==> config.mk <==
export PLATFORM = sky130hd
export DESIGN_NAME = fsp_flash_cmd
export DESIGN_NICKNAME = d
export VERILOG_FILES = /design/src/fsp_pkg.sv /design/src/fsp_pin_sync.sv /design/src/fsp_flash_cmd.sv
export SDC_FILE = /design/constraint.sdc
export NUM_CORES = 1
export LEC_CHECK = 0
export BUFFER_PORTS_ARGS = -buffer_cell sky130_fd_sc_hd__buf_2
export CAP_MARGIN = 20
export CORE_MARGIN = 8
export CORE_UTILIZATION = 64
export CTS_BUF_LIST = sky130_fd_sc_hd__clkbuf_8 sky130_fd_sc_hd__clkbuf_16
export DETAILED_ROUTE_END_ITERATION = 8
export PLACE_DENSITY = 0.84
export SYNTH_ARGS = -nofsm -noshare
export SYNTH_HDL_FRONTEND = slang
export SYNTH_SLANG_ARGS = --single-unit
==> constraint.sdc <==
create_clock -name ref_clk_i -period 5.25 [get_ports ref_clk_i]
set_clock_uncertainty 0.2 [all_clocks]
set_input_delay 0.2625 -clock ref_clk_i [delete_from_list [all_inputs] [get_ports ref_clk_i]]
set_output_delay 0.2625 -clock ref_clk_i [all_outputs]
set_load 0.005 [all_outputs]
==> src/fsp_pkg.sv <==
/*
 Package for the flash status-protect and identification-read block:
 opcodes, status bit positions, identification addresses and reset values.
 Assumes nothing of its surroundings.
*/
package fsp_pkg;
    // Opcodes
    localparam logic [7:0] OP_STATUS_WRITE_ARM = 8'h50;
    localparam logic [7:0] OP_STATUS_WRITE = 8'h01;
    localparam logic [7:0] OP_ID_READ_A = 8'h90;
    localparam logic [7:0] OP_ID_READ_B = 8'hab;
    // Status register bit positions
    localparam int unsigned SR_BLOCK_PROTECT_LO = 2;
    localparam int unsigned SR_BLOCK_PROTECT_HI = 3;
    localparam int unsigned SR_PROTECT_LOCK = 7;
    localparam logic [7:0] SR_PROTECT_MASK = 8'h8c;
    localparam logic [7:0] SR_RESET = 8'h0c;
    // Identification
    localparam logic [23:0] ID_ADDR_MFR = 24'h000000;
    localparam logic [23:0] ID_ADDR_DEV = 24'h000001;
    localparam int unsigned ADDR_BITS = 24;
    localparam int unsigned BYTE_BITS = 8;
    // Command states
    typedef enum logic [2:0] {
        FSP_OPCODE,
        FSP_ID_ADDR,
        FSP_ID_OUT,
        FSP_SR_DATA,
        FSP_IGNORE
    } fsp_state_t;
endpackage : fsp_pkg

==> src/fsp_pin_sync.sv <==
/*
 Three-stage synchroniser for asynchronous pins; a change is accepted
 once the second and third stages agree.
 Assumes a free-running sampling clock much faster than the pins.
*/
`timescale 1ns/1ps
`default_nettype none
module fsp_pin_sync #(
    parameter int unsigned WIDTH = 1,
    parameter logic [WIDTH-1:0] INIT = '0
) (
    input wire logic clk_i,
    input wire logic reset_i,
    input wire logic ce_i,
    input wire logic [WIDTH-1:0] pin_i,
    output logic [WIDTH-1:0] level_o
);
    logic [WIDTH-1:0] s1_q;
    logic [WIDTH-1:0] s2_q;
    logic [WIDTH-1:0] s3_q;
    logic [WIDTH-1:0] level_q;
    logic [WIDTH-1:0] level_d;

    genvar g;
    generate
        for (g = 0; g < WIDTH; g++) begin : g_bit
            assign level_d[g] = (s2_q[g] == s3_q[g]) ? s3_q[g] : level_q[g];
        end
    endgenerate

    always_ff @(posedge clk_i) begin
        if (reset_i) begin
            s1_q <= INIT;
            s2_q <= INIT;
            s3_q <= INIT;
            level_q <= INIT;
        end else if (ce_i) begin
            s1_q <= pin_i;
            s2_q <= s1_q;
            s3_q <= s2_q;
            level_q <= level_d;
        end
    end

    assign level_o = level_q;
endmodule : fsp_pin_sync
`default_nettype wire

==> src/fsp_flash_cmd.sv <==
/*
 Serial command handler for status-register protection writes and the
 identification read of a small serial flash.
 Assumes an SPI mode 0/3 host on chip select, serial clock and serial input;
 all pins are sampled by ref_clk_i, which must run well above the serial clock.
*/
// Operation
// RULE1 - Status write touches only protection bits
// RULE2 - Host sends status write right after arming
// RULE3 - Ignore status write when pin low, locked
// RULE4 - Pin low: lock bit only sets, never clears
// RULE5 - Pin high: lock and protect bits writable
// RULE6 - Gate checked at chip select rising edge
// RULE7 - One write sets lock and protect bits
// RULE8 - Host frames command with chip select
// RULE9 - Opcodes 90h or abh, then 24 address bits
// RULE10 - Address 0 manufacturer, address 1 device code
// RULE11 - Codes alternate until chip select rises
// RULE12 - Arming alone does nothing, lapses otherwise
// RULE13 - Bytes shifted most significant bit first
// RULE14 - One data byte follows status write opcode
`timescale 1ns/1ps
`default_nettype none
module fsp_flash_cmd
    import fsp_pkg::*;
#(
    parameter logic [7:0] MFR_CODE = 8'h5a, // Arbitrary value
    parameter logic [7:0] DEV_CODE = 8'ha5  // Arbitrary value
) (
    input wire logic ref_clk_i,
    input wire logic reset_i,
    input wire logic ce_i,
    input wire logic chip_sel_n_i,
    input wire logic serial_clk_i,
    input wire logic serial_in_i,
    input wire logic write_protect_n_i,
    output logic serial_out_o,
    output logic serial_out_oe_o,
    output logic [7:0] status_o
);
    import fsp_pkg::*;

    ////////////////////////////////////////////////////////////////////////
    // Pin synchronisers
    logic [3:0] pins;
    logic sel_n;
    logic sclk;
    logic sdi;
    logic wp_n;

    // Reset to idle pin levels (select high, clock high) so no false edge follows reset
    fsp_pin_sync #(
        .WIDTH(4),
        .INIT(4'hd)
    ) u_sync (
        .clk_i(ref_clk_i),
        .reset_i(reset_i),
        .ce_i(ce_i),
        .pin_i({chip_sel_n_i, serial_clk_i, serial_in_i, write_protect_n_i}),
        .level_o(pins)
    );
    assign sel_n = pins[3];
    assign sclk = pins[2];
    assign sdi = pins[1];
    assign wp_n = pins[0];

    ////////////////////////////////////////////////////////////////////////
    // Edge detection
    logic sclk_q;
    logic sel_n_q;
    logic sclk_rise;
    logic sclk_fall;
    logic frame_start;
    logic frame_end;

    assign sclk_rise = sclk & ~sclk_q & ~sel_n;
    assign sclk_fall = ~sclk & sclk_q & ~sel_n;
    assign frame_start = ~sel_n & sel_n_q;
    assign frame_end = sel_n & ~sel_n_q;

    ////////////////////////////////////////////////////////////////////////
    // Command state
    fsp_state_t state_q;
    fsp_state_t state_d;
    logic [4:0] bit_cnt_q;
    logic [4:0] bit_cnt_d;
    logic [7:0] shift_q;
    logic [7:0] shift_d;
    logic [7:0] shift_next;
    logic byte_done;
    logic addr_done;
    logic [23:0] addr_q;
    logic [23:0] addr_d;
    logic armed_q;
    logic armed_d;
    logic wr_pending_q;
    logic wr_pending_d;
    logic [7:0] new_status_q;
    logic [7:0] new_status_d;
    logic [7:0] status_q;
    logic [7:0] status_d;
    logic [7:0] out_byte_q;
    logic [7:0] out_byte_d;
    logic [7:0] id_byte;
    logic sdo_q;
    logic sdo_d;
    logic sdo_oe_q;
    logic sdo_oe_d;
    logic is_id_op;
    logic write_allowed;
    logic [7:0] status_written;

    function automatic logic [7:0] id_code(input logic [23:0] addr, input logic [7:0] mfr, input logic [7:0] dev);
        id_code = (addr[0] == ID_ADDR_DEV[0]) ? dev : mfr; // RULE10
    endfunction : id_code

    assign shift_next = {shift_q[6:0], sdi}; // RULE13
    assign byte_done = sclk_rise && (bit_cnt_q == 5'(BYTE_BITS - 1));
    assign addr_done = sclk_rise && (bit_cnt_q == 5'(ADDR_BITS - 1));
    assign is_id_op = (shift_next == OP_ID_READ_A) || (shift_next == OP_ID_READ_B); // RULE9
    assign id_byte = id_code(addr_q, MFR_CODE, DEV_CODE);

    // Locked only when pin low and lock bit set; lock may still be set from 0
    assign write_allowed = wp_n || !status_q[SR_PROTECT_LOCK]; // RULE3 RULE4 RULE5 RULE6
    assign status_written = (status_q & ~SR_PROTECT_MASK) | (new_status_q & SR_PROTECT_MASK); // RULE1 RULE7

    always_comb begin
        state_d = state_q;
        bit_cnt_d = bit_cnt_q;
        shift_d = shift_q;
        addr_d = addr_q;
        armed_d = armed_q;
        wr_pending_d = wr_pending_q;
        new_status_d = new_status_q;
        status_d = status_q;
        out_byte_d = out_byte_q;
        sdo_d = sdo_q;
        sdo_oe_d = sdo_oe_q;
        if (sclk_rise) begin
            shift_d = shift_next;
            bit_cnt_d = bit_cnt_q + 5'h01;
        end
        case (state_q)
            FSP_OPCODE: begin
                if (byte_done) begin
                    bit_cnt_d = '0;
                    // Any opcode consumes the arming, only the write uses it
                    armed_d = 1'b0; // RULE12
                    if (is_id_op) begin
                        state_d = FSP_ID_ADDR;
                    end else if (shift_next == OP_STATUS_WRITE && armed_q) begin // RULE2
                        state_d = FSP_SR_DATA; // RULE14
                    end else begin
                        armed_d = (shift_next == OP_STATUS_WRITE_ARM); // RULE12
                        state_d = FSP_IGNORE;
                    end
                end
            end
            FSP_ID_ADDR: begin
                if (sclk_rise) begin
                    addr_d = {addr_q[22:0], sdi};
                end
                if (addr_done) begin
                    bit_cnt_d = '0;
                    state_d = FSP_ID_OUT;
                    out_byte_d = id_code({addr_q[22:0], sdi}, MFR_CODE, DEV_CODE);
                end
            end
            FSP_ID_OUT: begin
                // Drive on falling edge, msb first
                if (sclk_fall) begin
                    sdo_oe_d = 1'b1;
                    sdo_d = out_byte_q[7]; // RULE13
                    out_byte_d = {out_byte_q[6:0], 1'b0};
                end
                if (byte_done) begin
                    bit_cnt_d = '0;
                    addr_d = addr_q ^ ID_ADDR_DEV; // RULE11
                    out_byte_d = id_code(addr_q ^ ID_ADDR_DEV, MFR_CODE, DEV_CODE); // RULE11
                end
            end
            FSP_SR_DATA: begin
                if (byte_done) begin
                    new_status_d = shift_next; // RULE14
                    wr_pending_d = 1'b1;
                    state_d = FSP_IGNORE;
                end
            end
            FSP_IGNORE: begin
            end
            default: state_d = FSP_IGNORE;
        endcase
        if (frame_end) begin
            // Write executes only on chip select rising edge
            if (wr_pending_q && write_allowed) begin // RULE6 RULE8
                status_d = status_written;
            end
            wr_pending_d = 1'b0;
            state_d = FSP_OPCODE;
            sdo_oe_d = 1'b0;
            sdo_d = 1'b0;
        end
        if (frame_start) begin
            state_d = FSP_OPCODE;
            bit_cnt_d = '0;
            addr_d = '0;
            wr_pending_d = 1'b0;
        end
    end

    always_ff @(posedge ref_clk_i) begin
        if (reset_i) begin
            sclk_q <= 1'b1;
            sel_n_q <= 1'b1;
            state_q <= FSP_OPCODE;
            bit_cnt_q <= '0;
            shift_q <= '0;
            addr_q <= '0;
            armed_q <= 1'b0;
            wr_pending_q <= 1'b0;
            new_status_q <= '0;
            status_q <= SR_RESET;
            out_byte_q <= '0;
            sdo_q <= 1'b0;
            sdo_oe_q <= 1'b0;
        end else if (ce_i) begin
            sclk_q <= sclk;
            sel_n_q <= sel_n;
            state_q <= state_d;
            bit_cnt_q <= bit_cnt_d;
            shift_q <= shift_d;
            addr_q <= addr_d;
            armed_q <= armed_d;
            wr_pending_q <= wr_pending_d;
            new_status_q <= new_status_d;
            status_q <= status_d;
            out_byte_q <= out_byte_d;
            sdo_q <= sdo_d;
            sdo_oe_q <= sdo_oe_d;
        end
    end

    assign serial_out_o = sdo_q;
    assign serial_out_oe_o = sdo_oe_q;
    assign status_o = status_q;
endmodule : fsp_flash_cmd
`default_nettype wire

# Word level (Yosys, flattened, before mapping)

Cells that the tools add are included.
W data, S select, Z words.

Bits of input ports: 7
Register bits: 62
Output and inout port bits: 10

Eq/ne operators: 22
Add/subtract/negate cells: 1
Mux-type cells: 35
Reduce and logical (&&, ||, !) cells: 29
Bitwise operators: 12

Operator list:

| operator              | number |
|---|---|
| $mux W8               | 5 |
| $mux W3               | 7 |
| $mux W5               | 4 |
| $eq A8 B8 Y1 const B  | 2 |
| $pmux W8 S2           | 1 |
| $reduce_and A3 Y1     | 5 |
| $mux W1               | 13 |
| $ne A4 B4 Y1 const B  | 3 |
| $pmux W3 S4           | 1 |
| $pmux W5 S2           | 1 |
| $reduce_and A2 Y1     | 5 |
| $ne A3 B3 Y1 const B  | 3 |
| $reduce_bool A3 Y1    | 3 |
| $eq A8 B1 Y1 const B  | 1 |
| $eq A8 B7 Y1 const B  | 1 |
| $or A7 B8 Y8          | 1 |
| $reduce_and A4 Y1     | 2 |
| $and A1 B1 Y1         | 6 |
| $eq A3 B2 Y1 const B  | 2 |
| $reduce_bool A2 Y1    | 3 |
| $add A5 B1 Y5 const B | 1 |
| $eq A5 B3 Y1 const B  | 1 |
| $eq A5 B5 Y1 const B  | 1 |
| $not A1 Y1            | 5 |
| other kinds (13)      | 22 |

# Logic depth before layout (Yosys ltp)

Gate-level depths: netlist (run 1).

Depth after elaboration: 8
Depth in mapped cells: 8

# By module

Synthesis (run 1) repeated with hierarchy kept, for this count alone.

Cells, all modules: 297
Area total of the unflattened synthesis: 2627.5 um2

Modules (own cells, without submodules):

| module        | sequential area each (um2) | instances | area an instance (um2) | cells an instance |
|---|---|---|---|---|
| fsp_flash_cmd | 720.7                      | 1         | 1985.7                 | 235 |
| fsp_pin_sync  | 320.3                      | 1         | 641.9                  | 62 |

# Worst setup path before layout (run 1)

OpenSTA, ideal clock, no wires.

Path type: flip-flop to flip-flop
Start point: register u_sync.level_q[3] (netlist: u_sync.level_o[3])
End point: register addr_q[0]
Stages on the path, launching flop included: 9
Setup time: 0.084 ns
Arrival time: 1.936 ns
Path slack: 3.030 ns
Required time: 4.966 ns
Period minus slack after synthesis: 2.220 ns
Cell sequence: dfxtp_1 buf_6 or3b_1 buf_2 or4_1 buf_2 o31ai_4 nand2_1 o31ai_2

Longest elaborated chain between the ends: 5
Elaborated cells on any way between the ends: 9

RTL lines:

| item                               | line                                     | text |
|---|---|---|
| from (decl)                        | fsp_pin_sync.sv:21                       | `logic [WIDTH-1:0] level_q;` |
| from (signal assigned)             | fsp_pin_sync.sv:41                       | `level_q <= level_d;` |
| $not A1 Y1 (*)                     | fsp_flash_cmd.sv:76, fsp_flash_cmd.sv:78 |  |
| $and A1 B1 Y1                      | fsp_flash_cmd.sv:76                      | `assign sclk_rise = sclk & ~sclk_q & ~sel_n;` |
| $logic_and A1 B1 Y1                | fsp_flash_cmd.sv:118                     | `assign byte_done = sclk_rise && (bit_cnt_q == 5'(BYTE_BITS - 1));` |
| $ne A3 B3 Y1 (no source line)      | n/a                                      |  |
| $reduce_and A4 Y1 (no source line) | n/a                                      |  |
| to (signal assigned)               | fsp_flash_cmd.sv:232                     | `addr_q <= addr_d;` |
| to (decl)                          | fsp_flash_cmd.sv:92                      | `logic [23:0] addr_q;` |

Every way passes the cells marked *; elsewhere a longest branch is shown, timed or not.
A chain may end at the register's enable or synchronous reset.

# Final worst setup path (run 1)

Start point: register state_q[1]
End point: register out_byte_q[2]

Longest elaborated chain between the ends: 3
Elaborated cells on any way between the ends: 7

RTL lines:

| item                                                        | line                 | text |
|---|---|---|
| from (decl)                                                 | fsp_flash_cmd.sv:83  | `fsp_state_t state_q;` |
| from (signal assigned)                                      | fsp_flash_cmd.sv:229 | `state_q <= state_d;` |
| $eq A3 B2 Y1 / $eq A3 B1 Y1 (equally long branches)         | fsp_flash_cmd.sv:143 | `case (state_q)` |
| $ne A3 B3 Y1 (no source line), or another cell as far along | n/a                  |  |
| $reduce_and A4 Y1 (no source line)                          | n/a                  |  |
| to (signal assigned)                                        | fsp_flash_cmd.sv:237 | `out_byte_q <= out_byte_d;` |
| to (decl)                                                   | fsp_flash_cmd.sv:102 | `logic [7:0] out_byte_q;` |

Several ways; a longest one is shown, not always the timed one.

==> results.txt, run 1 <==
----------------------------------------------------
[Outcome]
  Run status ... completed

[Power and ir drop]
  Power density over the cells ... 253 nW/µm²
  Peak supply drop ... 0.215 mV
  Leakage Power ... about 0.99 nW
  Combinational group share of total power ... 0.052
  Clock network fraction of total power ... 0.347
  Net Sw Frac ... 0.242
  Total Power ... 0.669 mW
  Internal power ... 0.507 mW
  Switching power ... between 0.15 and 0.2 mW
  Flop pwr share ... 0.601

[Synth]
  Unique cell type count in the Yosys netlist ... 55
  Portion of the post-synthesis area used by sequential elements ... 0.416
  Mapped cell area ... 2500 µm²
  Top area cells in the synthesized netlist ... sky130_fd_sc_hd__dfxtp_1 42%, sky130_fd_sc_hd__mux2i_1 9.6%, sky130_fd_sc_hd__nor2_1 5.1%
  Post-synth ARST share ... 0
  Warning count from the yosys run ... 0
  Number of flops mapped to enable cells by yosys ... 0
  Mean area per synthesized cell ... roughly 8.7 µm²
  Cell type with the highest aggregate area in the netlist ... sky130_fd_sc_hd__dfxtp_1
  Post-synth top area share ... 0.416
  Most used DFF post-synth ... sky130_fd_sc_hd__dfxtp_1
  Register bit total from synthesis ... 52
  Cell count after synthesis ... ~290

[Global route]
  Initial antenna violation count ... 0
  Vias in the first global route ... approximately 1.9k
  Global-route usage over all layers ... 0.165
  GR Overflow Total ... 0
  Met1 capacity usage during global routing ... 0.197
  Wire length of the first global-routing pass ... 8.42 mm
  Met3 usage ... 0.0444
  Met2 usage in global routing ... 0.273
  Largest net degree at the start of global routing ... 32
  Busiest grt layer ... met2

[Placed design]
  Buffers on Ports ... 11
  Final GP Congestion ... around 0.84
  HPWL after detailed placement ... between 3 and 4 mm

[Worst setup path]
  Setup Crit Path Kind ... register to register
  Sort of element at the end of the critical path ... register
  R2R Path End ... out_byte_q[2]
  Capturing instance or port of the critical path ... out_byte_q[2]
  Maximum fanout count along the critical path ... 16
  Startpoint of the most critical register-to-register path ... state_q[1]
  Source of the critical timing path ... state_q[1]
  Worst reg2reg path depth ... 5
  Data arrival time of the critical path ... 2720 ps
  Req. time, crit path ... 5310 ps
  Setup crit start kind ... register
  Reg-to-reg slack, setup ... 2590 ps

[Detailed routing]
  WL/cell ... 14.4 µm
  Antenna-violating nets left ... 0
  Wirelength, routed ... 4.91 mm
  Starting DRC count in detailed routing ... 161
  Via count of the routed design ... 2,027
  Via/cell ratio ... a little under 6
  Router iterations before antenna repair ... 5
  Count of unresolved DRC violations after routing ... 0

[STA]
  Portion of the clock cycle consumed by the worst path in the final layout ... 0.507
  Maximum clock rate ... roughly 380 MHz
  Transition time at the pin with the least slew margin ... 982 ps
  Unrepaired setup endpoints after global routing ... no
  Final Critical Period ... 2660 ps
  Total negative setup slack ... 0 ps
  Setup-violating endpoint count in the final report ... 0
  Hold WS ... 220 ps
  Number of failing hold endpoints at the final stage ... 0
  Final slew viol count ... 0
  Worst rel slew slack ... 0.341

[Clock tree]
  CTS resizes ... 0
  Number of buffers between clock root and the deepest sink ... 2
  Number of buffers added by the clock tree synthesis step ... 5
  Clock latency of the later-clocked register in the worst-skew pair ... approximately 310 ps
  CTS tree ... yes
  Post-CTS Setup Repair Bufs ... 0
  Number of H-tree levels ... 2
  Clock input transition at the sequential cells of the worst setup and hold paths ... 90 ps
  Root buffer cell ... sky130_fd_sc_hd__clkbuf_8
  Clock sinks ... 52

[Layout]
  Fill cell total of the finished layout ... 294
  Ant diodes ... 0
  Final #Nets ... 301
  Syn-to-layout area delta ... 5.75%
  Area occupied by multi-input gates ... 1330 µm²
  Fraction of final layout cells with drive strength greater than 1 ... 0.106
  Sequential cell area ... 1040 µm²

[Floorplan]
  Core outline area ... about 3700 µm²
  Die Height ... 78.5 µm
  Ports placed on the boundary ... 17
  Die footprint ... 6160 µm²
  Initial core utilization ... 0.673
  # rows ... 22
  Horiz. Die Dim ... approximately 79 µm

[Worst hold path]
  Hold/Removal Path Class ... primary input to register

[Run]
  # Max-Cap Violations ... 0

----------------------------------------------------
critical path: stages, from the launching register on:
cell,delay [ps]
sky130_fd_sc_hd__dfxtp_1,540
sky130_fd_sc_hd__or3b_2,480
sky130_fd_sc_hd__a2111oi_0,520
sky130_fd_sc_hd__o21ai_1,450
sky130_fd_sc_hd__a21oi_1,290
sky130_fd_sc_hd__o21a_1,140
cells by family after synthesis:
logic type | after synthesis | synth area share
and+or+nand+nor | 108 | 0.222
AOI/OAI and AO/OA | 68 | 0.185
DFF | 52 | 0.416
adders and majority gates | 3 | 0.0150
muxes | 24 | 0.0960
buffers and inverters | 30 | 0.0575
xor gates and xnor gates | 2 | 0.00700
other | 1 | 0.00150
worst min-delay path by stage:
stage                            from        endpoint  depth (start not counted)
floorplan           write_protect_n_i  u_sync.s1_q[0]                          2
global placement          status_o[2]     status_o[2]                          2
detailed placement        status_o[2]     status_o[2]                          2
CTS                           reset_i      shift_q[4]                          2
global route                  reset_i      shift_q[1]                          2
finish                        reset_i  u_sync.s2_q[1]                          2
registers in the layout, indices dropped and copies added (netlist names), 3 cells and up:
| name | flops |
|---|---|
| u_sync.level_o | 4 |
| shift_q | 7 |
| state_q | 3 |
| status_o | 3 |
| u_sync.s1_q | 4 |
| u_sync.s2_q | 4 |
| bit_cnt_q | 5 |
| u_sync.s3_q | 4 |
| out_byte_q | 8 |
| new_status_q | 3 |
cell usage in the layout, fill, tap and decap left out, drive strengths merged, types with 4 or more instances in the layout:
master / instances
dlygate4sd3: 4
nand2b: 7
nor2: 35
buf: 11
conb: 5
inv: 6
nand3: 11
mux2i: 24
and2: 5
o21ai: 17
o31ai: 8
a21oi: 22
nand2: 21
clkinv: 4
o211ai: 4
nor4: 4
dfxtp: 52
nand4b: 4
clkbuf: 5
power by group through the flow:
stage,Combinational [mW],Sequential (mW),Clock [mW]
6_report,0.0349,0.402,0.232
5_1_grt,0.0386,0.403,0.250
4_1_cts,0.0344,0.402,0.237
3_5_place_dp,0.0321,0.411,0
3_3_place_gp,0.0312,0.411,0
2_1_floorplan,0.0282,0.410,0
layer usage:
metal / up-vias / part of all wire
li1: 1028 / -
met2: 38 / 0.47
met3: 9 / 0.044
met1: 952 / 0.46
met4: 0 / 0.020
met5: - / 0
through the flow:
| step | setup slack [ps] | util | cell area (µm²) | instances |
|---|---|---|---|---|
| floorplan | 3030 | - | 2520 | 292 |
| global placement | 2660 | 0.676 | 2510 | 328 |
| detailed placement | 2620 | 0.676 | 2510 | 328 |
| CTS | 2600 | 0.712 | 2650 | 340 |
| global route | 2360 | 0.712 | 2650 | 340 |
| finish | 2590 | 0.712 | 2650 | 340 |
cell usage after synthesis, types with 3 or more instances:
cell,n
sky130_fd_sc_hd__ha_1,3
sky130_fd_sc_hd__nand2_1,21
sky130_fd_sc_hd__mux2i_1,24
sky130_fd_sc_hd__dfxtp_1,52
sky130_fd_sc_hd__o21ai_0,16
sky130_fd_sc_hd__buf_4,5
sky130_fd_sc_hd__nor2_1,34
sky130_fd_sc_hd__nand2b_1,7
sky130_fd_sc_hd__nor4_1,4
sky130_fd_sc_hd__clkbuf_1,11
sky130_fd_sc_hd__nor3_1,3
sky130_fd_sc_hd__nand4b_1,4
sky130_fd_sc_hd__a21oi_1,22
sky130_fd_sc_hd__inv_1,5
sky130_fd_sc_hd__and2_1,5
sky130_fd_sc_hd__o211ai_1,4
sky130_fd_sc_hd__o31ai_1,5
sky130_fd_sc_hd__buf_2,4
sky130_fd_sc_hd__nand3_1,11
final cells by class:
cell class | instances | area share
multi-input combinational | 210 | 0.503
sequential | 52 | 0.394
timing repair buffer | 15 | 0.0360
clock buffer | 5 | 0.0260
tap | 48 | 0.0227
inverter | 7 | 0.00993
clock inverter | 3 | 0.00851
what timing repair did:
action | in CTS | in global routing
hold buffers | 4 | 0
setup endpoints to repair | 0 | 0
endpoints found under the hold margin | 4 | 0
(Power assumes the default switching activity.)
==> inputs of run 2 (changes only) <==
CORE_UTILIZATION = 59   (was 64)
PLACE_DENSITY = 0.78   (was 0.84)
clock period = 2.5 ns   (was 5.25 ns; I/O delays follow)
==> run 2 against run 1 <==
  * Non-clock buffer count is 9 higher
  * Worst setup slack worse by 2400 ps
  * Largest cell class unchanged
  * Die area is 6.7% higher
  * Clock-buffer cell count is 1 higher
  * Power is 130% higher
  * Global-route usage is 0.26 points lower
  * First-iteration DRC count is 1.2% lower
  * Maximum frequency is 13% higher
  * Wire length is 3.0% higher
  * Core utilization is 3.0 points lower
  * Flip-flop and latch count stayed put
==> results.txt, run 2 (synthesis results as in run 1) <==
----------------------------------------------------
[Detailed routing]
  WL/cell ... 14.4 µm (about the same)
  Antenna-violating nets left ... 0 (unchanged)
  Count of unresolved DRC violations after routing ... 0 (unchanged)
  Router iterations before antenna repair ... 5 (unchanged)
  Starting DRC count in detailed routing ... 159 (was 161)
  Wirelength, routed ... 5.05 mm (was 4.91 mm)
  Via/cell ratio ... 5.75 (was 5.96)
  Via count of the routed design ... 2,020 (was 2,027)

[STA]
  Worst Slack Setup Final ... 150 ps (was 2590 ps)
  Final slew viol count ... 0 (unchanged)
  Final Critical Period ... 2350 ps (was 2660 ps)
  Setup-violating endpoint count in the final report ... 0 (unchanged)
  Portion of the clock cycle consumed by the worst path in the final layout ... 0.940 (was 0.507)
  Maximum clock rate ... 426 MHz (was 376 MHz)
  Total negative setup slack ... 0 ps (unchanged)
  Unrepaired setup endpoints after global routing ... no (unchanged)
  Number of failing hold endpoints at the final stage ... 0 (unchanged)

[Layout]
  Commonest cells after routing, fill and taps aside ... 52 x sky130_fd_sc_hd__dfxtp_1, 34 x sky130_fd_sc_hd__nor2_1, 24 x sky130_fd_sc_hd__mux2i_1 (unchanged)
  Max reg flops ... 8 (unchanged)
  Ant diodes ... 0 (unchanged)
  Regs by FF count ... out_byte_q (8), shift_q (7), bit_cnt_q (5) (unchanged)
  Filler-free cell count of the finished design ... 351 (was 340)
  Syn-to-layout area delta ... 9.75% (was 5.75%)
  Layout Cell Area excl Fill ... 2750 µm² (was 2650 µm²)
  Final #Nets ... 310 (was 301)
  Most common library cell in the layout ignoring fill and taps ... sky130_fd_sc_hd__dfxtp_1 (unchanged)
  Register ranked first by flip-flop count ... out_byte_q (unchanged)
  Fill cell total of the finished layout ... 337 (was 294)
  Fraction of final layout cells with drive strength greater than 1 ... 0.133 (was 0.106)

[Worst setup path]
  Largest incremental delay on the critical path ... 670 ps (was 540 ps)
  Worst reg2reg path depth ... 5 (unchanged)
  Data arrival time of the critical path ... 2380 ps (was 2720 ps)
  Maximum fanout count along the critical path ... 9 (was 16)
  Logic depth of the worst setup path including buffers ... 5 (unchanged)
  Setup Crit Path Kind ... register to register (unchanged)
  Cell family with the largest share of critical-path delay ... simple AND/OR/NAND/NOR gates (was compound AO/OA/AOI/OAI gates)
  Req. time, crit path ... 2530 ps (was 5310 ps)
  Ordered list of cells on the worst path ... or3b_1 -> or4_1 -> o31ai_4 -> nand2_1 -> o31ai_2 (was or3b_2 -> a2111oi_0 -> o21ai_1 -> a21oi_1 -> o21a_1)
  Sort of element at the end of the critical path ... register (unchanged)
  Critical path's slowest cell ... sky130_fd_sc_hd__or4_1 (was sky130_fd_sc_hd__dfxtp_1)
  Setup crit start kind ... register (unchanged)
  Buf+Inv Stages, Crit Path ... 0 (unchanged)

[Clock tree]
  Number of buffers added by the clock tree synthesis step ... 5 (unchanged)
  Number of H-tree levels ... 2 (unchanged)
  Clock input transition at the sequential cells of the worst setup and hold paths ... 90 ps (about the same)
  Clock latency of the later-clocked register in the worst-skew pair ... 310 ps (about the same)
  Clock sinks ... 52 (unchanged)
  CTS tree ... yes (unchanged)
  Post-CTS Setup Repair Bufs ... 0 (unchanged)
  Root buffer cell ... sky130_fd_sc_hd__clkbuf_8 (unchanged)
  Number of buffers between clock root and the deepest sink ... 2 (unchanged)

[Floorplan]
  Die footprint ... 6580 µm² (was 6160 µm²)
  Core outline area ... 4030 µm² (was 3720 µm²)
  Initial core utilization ... 0.621 (was 0.673)
  Die Height ... 81.1 µm (was 78.5 µm)
  Horiz. Die Dim ... 81.1 µm (was 78.5 µm)
  Ports placed on the boundary ... 17 (unchanged)
  # rows ... 23 (was 22)

[Global route]
  Initial antenna violation count ... 0 (unchanged)
  GR Overflow Total ... 0 (unchanged)
  Global-route usage over all layers ... 0.163 (was 0.165)
  Wire length of the first global-routing pass ... 8.63 mm (was 8.42 mm)
  Largest net degree at the start of global routing ... 31 (was 32)
  Vias in the first global route ... 1,904 (was 1,878)

[Placed design]
  Worst slack after detailed placement ... 164 ps (was 2620 ps)
  Cells after DPL ... 339 (was 328)
  HPWL after detailed placement ... 3.47 mm (was 3.28 mm)
  Final GP Congestion ... 0.793 (was 0.837)
  Buffers on Ports ... 11 (unchanged)
  Placed Area ... 2580 µm² (was 2510 µm²)

[Outcome]
  Run status ... completed (unchanged)

[Run]
  # Max-Cap Violations ... 0 (unchanged)

[Power and ir drop]
  Power density over the cells ... 556 nW/µm² (was 253 nW/µm²)
  Peak supply drop ... 0.363 mV (was 0.215 mV)
  Leakage Power ... 1.05 nW (was 0.990 nW)

[Worst hold path]
  Cell depth of the worst hold path ... 4 (was 2)
  Hold/Removal Path Class ... primary input to register (unchanged)

----------------------------------------------------
==> run 2: final timing paths <==
path | startpoint | endpoint | slack, ps
setup reg to reg | u_sync.level_o[2] | addr_q[0] | 150
hold / removal | reset_i | u_sync.s1_q[2] | 80
hold reg to reg | out_byte_q[7] | out_byte_q[7] | 280
setup / recovery | u_sync.level_o[2] | addr_q[0] | 150
==> run 2: cell type report <==
type                       count  area [µm²]  share of cell area
tap                           50        62.6              0.0228
multi-input combinational    210        1330               0.485
inverter                       7        26.3             0.00957
clock buffer                   6        82.6              0.0301
timing repair buffer          24         163              0.0593
sequential                    52        1040               0.379
clock inverter                 2        38.8              0.0141
==> run 2: tightest hold or removal path: stages <==
cell	delay, ps
sky130_fd_sc_hd__buf_2	90
sky130_fd_sc_hd__clkinv_1	50
sky130_fd_sc_hd__buf_4	210
sky130_fd_sc_hd__nand2_1	80
==> run 2: power breakdown <==
group | total (mW) | internal [mW] | switching, mW
Combinational | 0.0775 | 0.0298 | 0.0478
Clock | 0.603 | 0.327 | 0.276
Sequential | 0.845 | 0.838 | 0.00699
==> run 2: timing repair <==
action                                 CTS  global route
resized for setup                        0             0
hold buffers                             4             0
endpoints found under the hold margin    4             0
==> run 2: stage by stage <==
| step | power (mW) | utilization | hold slack (ps) |
|---|---|---|---|
| after detailed placement | 0.936 | 0.641 | 148 |
| after global placement | 0.934 | 0.641 | 140 |
| after CTS | 1.54 | 0.681 | 73.2 |
| after global routing | 1.59 | 0.681 | 111 |
| final | 1.53 | 0.681 | 75.4 |
| after floorplan | 0.920 | - | 53.4 |
==> run 2: per-layer routing <==
| metal | GRT usage | vias up | part of all wire |
|---|---|---|---|
| met2 | 0.281 | 50 | 0.46 |
| met3 | 0.0419 | 6 | 0.066 |
| met4 | 0.0482 | 0 | 0.013 |
| li1 | - | 1038 | - |
| met1 | 0.194 | 926 | 0.46 |
| met5 | 0 | - | 0 |
==> inputs of run 3 (changes only) <==
BUFFER_PORTS_ARGS = not set   (was -buffer_cell sky130_fd_sc_hd__buf_2)
CORE_UTILIZATION = 62   (was 59)
DONT_BUFFER_PORTS = 1   (was not set)
==> run 3 against run 2 <==
  * Design area decreased by 0.73%
  * Sequential power about the same
  * Wire length increased by 0.65%
==> results.txt, run 3 (synthesis results as in run 1) <==
----------------------------------------------------
[Outcome]
  Run status ... completed (unchanged)

[Worst setup path]
  Startpoint of the most critical register-to-register path ... u_sync.level_o[2] (unchanged)
  Req. time, crit path ... 2520 ps (was 2530 ps)
  Setup crit start kind ... register (unchanged)
  Largest incremental delay on the critical path ... 660 ps (was 670 ps)
  Maximum fanout count along the critical path ... 9 (unchanged)
  Setup Crit Path Kind ... register to register (unchanged)
  R2R Path End ... addr_q[0] (unchanged)
  Ordered list of cells on the worst path ... or3b_1 -> or4_1 -> o31ai_4 -> nand2_1 -> o31ai_2 (unchanged)
  Critical path's slowest cell ... sky130_fd_sc_hd__or4_1 (unchanged)
  Cell family with the largest share of critical-path delay ... simple AND/OR/NAND/NOR gates (unchanged)
  Source of the critical timing path ... u_sync.level_o[2] (unchanged)
  Reg-to-reg slack, setup ... 140 ps (was 150 ps)
  Buf+Inv Stages, Crit Path ... 0 (unchanged)
  Data arrival time of the critical path ... 2380 ps (about the same)
  Worst reg2reg path depth ... 5 (unchanged)
  Sort of element at the end of the critical path ... register (unchanged)

[Layout]
  Ant diodes ... 0 (unchanged)
  Register ranked first by flip-flop count ... out_byte_q (unchanged)
  Final #Nets ... 302 (was 310)
  Post-Route Utilization ... 0.691 (was 0.681)
  Fraction of final layout cells with drive strength greater than 1 ... 0.102 (was 0.133)
  Most common library cell in the layout ignoring fill and taps ... sky130_fd_sc_hd__dfxtp_1 (unchanged)
  Syn-to-layout area delta ... 8.95% (was 9.75%)
  Regs by FF count ... out_byte_q (8), shift_q (7), bit_cnt_q (5) (unchanged)
  Commonest cells after routing, fill and taps aside ... 52 x sky130_fd_sc_hd__dfxtp_1, 34 x sky130_fd_sc_hd__nor2_1, 24 x sky130_fd_sc_hd__mux2i_1 (unchanged)
  Max reg flops ... 8 (unchanged)

[Worst hold path]
  Hold/Removal Path Class ... primary input to register (unchanged)
  Worst hold start ... reset_i (unchanged)
  Cell depth of the worst hold path ... 2 (was 4)
  Hold EP ... status_o[2] (was u_sync.s1_q[2])

[Clock tree]
  CTS resizes ... 0 (unchanged)
  Post-CTS Setup Repair Bufs ... 0 (unchanged)
  Clock latency of the later-clocked register in the worst-skew pair ... 300 ps (was 310 ps)
  CTS tree ... yes (unchanged)
  Root buffer cell ... sky130_fd_sc_hd__clkbuf_8 (unchanged)
  Number of buffers between clock root and the deepest sink ... 2 (unchanged)
  Number of H-tree levels ... 2 (unchanged)
  Number of buffers added by the clock tree synthesis step ... 5 (unchanged)
  Hold-fix buffers at CTS ... 7 (was 4)
  Clock input transition at the sequential cells of the worst setup and hold paths ... 90 ps (about the same)
  Clock sinks ... 52 (unchanged)

[Detailed routing]
  WL/cell ... 14.8 µm (was 14.4 µm)
  Router iterations before antenna repair ... 4 (was 5)
  Via count of the routed design ... 2,060 (was 2,020)
  Wirelength, routed ... 5.09 mm (was 5.05 mm)
  Starting DRC count in detailed routing ... 254 (was 159)
  Via/cell ratio ... 6.01 (was 5.75)
  Count of unresolved DRC violations after routing ... 0 (unchanged)
  Antenna-violating nets left ... 0 (unchanged)

[STA]
  Setup-violating endpoint count in the final report ... 0 (unchanged)
  Hold WS ... 34.8 ps (was 75.4 ps)
  Final Critical Period ... 2360 ps (was 2350 ps)
  Worst Slack Setup Final ... 139 ps (was 150 ps)
  Transition time at the pin with the least slew margin ... 544 ps
  Number of failing hold endpoints at the final stage ... 0 (unchanged)
  Worst rel slew slack ... 0.635
  Total negative setup slack ... 0 ps (unchanged)
  Unrepaired setup endpoints after global routing ... no (unchanged)
  Maximum clock rate ... 424 MHz (was 426 MHz)
  Final slew viol count ... 0 (unchanged)
  Portion of the clock cycle consumed by the worst path in the final layout ... 0.944 (was 0.940)

[Power and ir drop]
  Power density over the cells ... 523 nW/µm² (was 556 nW/µm²)
  Total Power ... 1.43 mW (was 1.53 mW)
  Peak supply drop ... 0.508 mV (was 0.363 mV)
  Leakage Power ... 1.02 nW (was 1.05 nW)

[Floorplan]
  Core outline area ... 3940 µm² (was 4030 µm²)
  Ports placed on the boundary ... 17 (unchanged)
  # rows ... 23 (unchanged)
  Horiz. Die Dim ... 79.5 µm (was 81.1 µm)
  Initial core utilization ... 0.634 (was 0.621)
  Die footprint ... 6320 µm² (was 6580 µm²)
  Die Height ... 79.5 µm (was 81.1 µm)

[Global route]
  Global-route usage over all layers ... 0.164 (was 0.163)
  GR Overflow Total ... 0 (unchanged)
  Vias in the first global route ... 1,812 (was 1,904)
  Initial antenna violation count ... 0 (unchanged)
  Wire length of the first global-routing pass ... 8.47 mm (was 8.63 mm)
  Largest net degree at the start of global routing ... 31 (unchanged)

[Run]
  # Max-Cap Violations ... 0 (unchanged)

[Placed design]
  Final GP Congestion ... 0.807 (was 0.793)
  Buffers on Ports ... 0 (was 11)
  Worst slack after detailed placement ... 202 ps (was 164 ps)
  HPWL after detailed placement ... 3.29 mm (was 3.47 mm)

----------------------------------------------------
[run 3: cell types whose count changed in the layout (fill, tap and decap cells not counted)]
cell,previous run,this run
sky130_fd_sc_hd__bufinv_16,1,0
sky130_fd_sc_hd__buf_12,0,1
sky130_fd_sc_hd__clkinv_4,1,0
sky130_fd_sc_hd__buf_2,11,0
sky130_fd_sc_hd__clkinv_2,0,1
sky130_fd_sc_hd__dlygate4sd3_1,4,6
sky130_fd_sc_hd__buf_16,0,1
sky130_fd_sc_hd__inv_6,0,1
sky130_fd_sc_hd__buf_4,9,8
[run 3: area by class of cell]
cell class / instances / area, µm²
repair buffers: 16 / 168
clock buffers: 6 / 82.6
inverters: 7 / 26.3
fillers: 318 / 1220
flip-flops and latches: 52 / 1040
multi-input cells: 210 / 1330
clock inverters: 2 / 13.8
well taps: 50 / 62.6
[run 3: per-layer routing]
metal	up-vias	global-route usage	routed length, µm
met4	0	0.0593	76
met3	8	0.0428	360
met5	-	0	0
li1	1022	-	-
met1	971	0.212	2290
met2	59	0.256	2360
[run 3: worst max-delay path by stage]
stage          slack, ps   endpoint  cells past startpoint
2_1_floorplan        280  addr_q[0]                      8
3_3_place_gp         250  addr_q[0]                      5
3_5_place_dp         200  addr_q[0]                      5
4_1_cts              160  addr_q[0]                      5
5_1_grt               20  addr_q[0]                      5
6_report             140  addr_q[0]                      5
[run 3: through the flow]
| stage | instance area [µm²] | std cells |
|---|---|---|
| floorplan | 2520 | 292 |
| global placement | 2520 | 327 |
| detailed placement | 2520 | 327 |
| CTS | 2700 | 342 |
| global route | 2730 | 343 |
| finish | 2730 | 343 |
[run 3: where the power goes]
| group | switching [mW] | internal [mW] | total [mW] |
|---|---|---|---|
| clock | 0.274 | 0.227 | 0.500 |
| combinational | 0.0474 | 0.0342 | 0.0816 |
| sequential | 0.00693 | 0.838 | 0.844 |
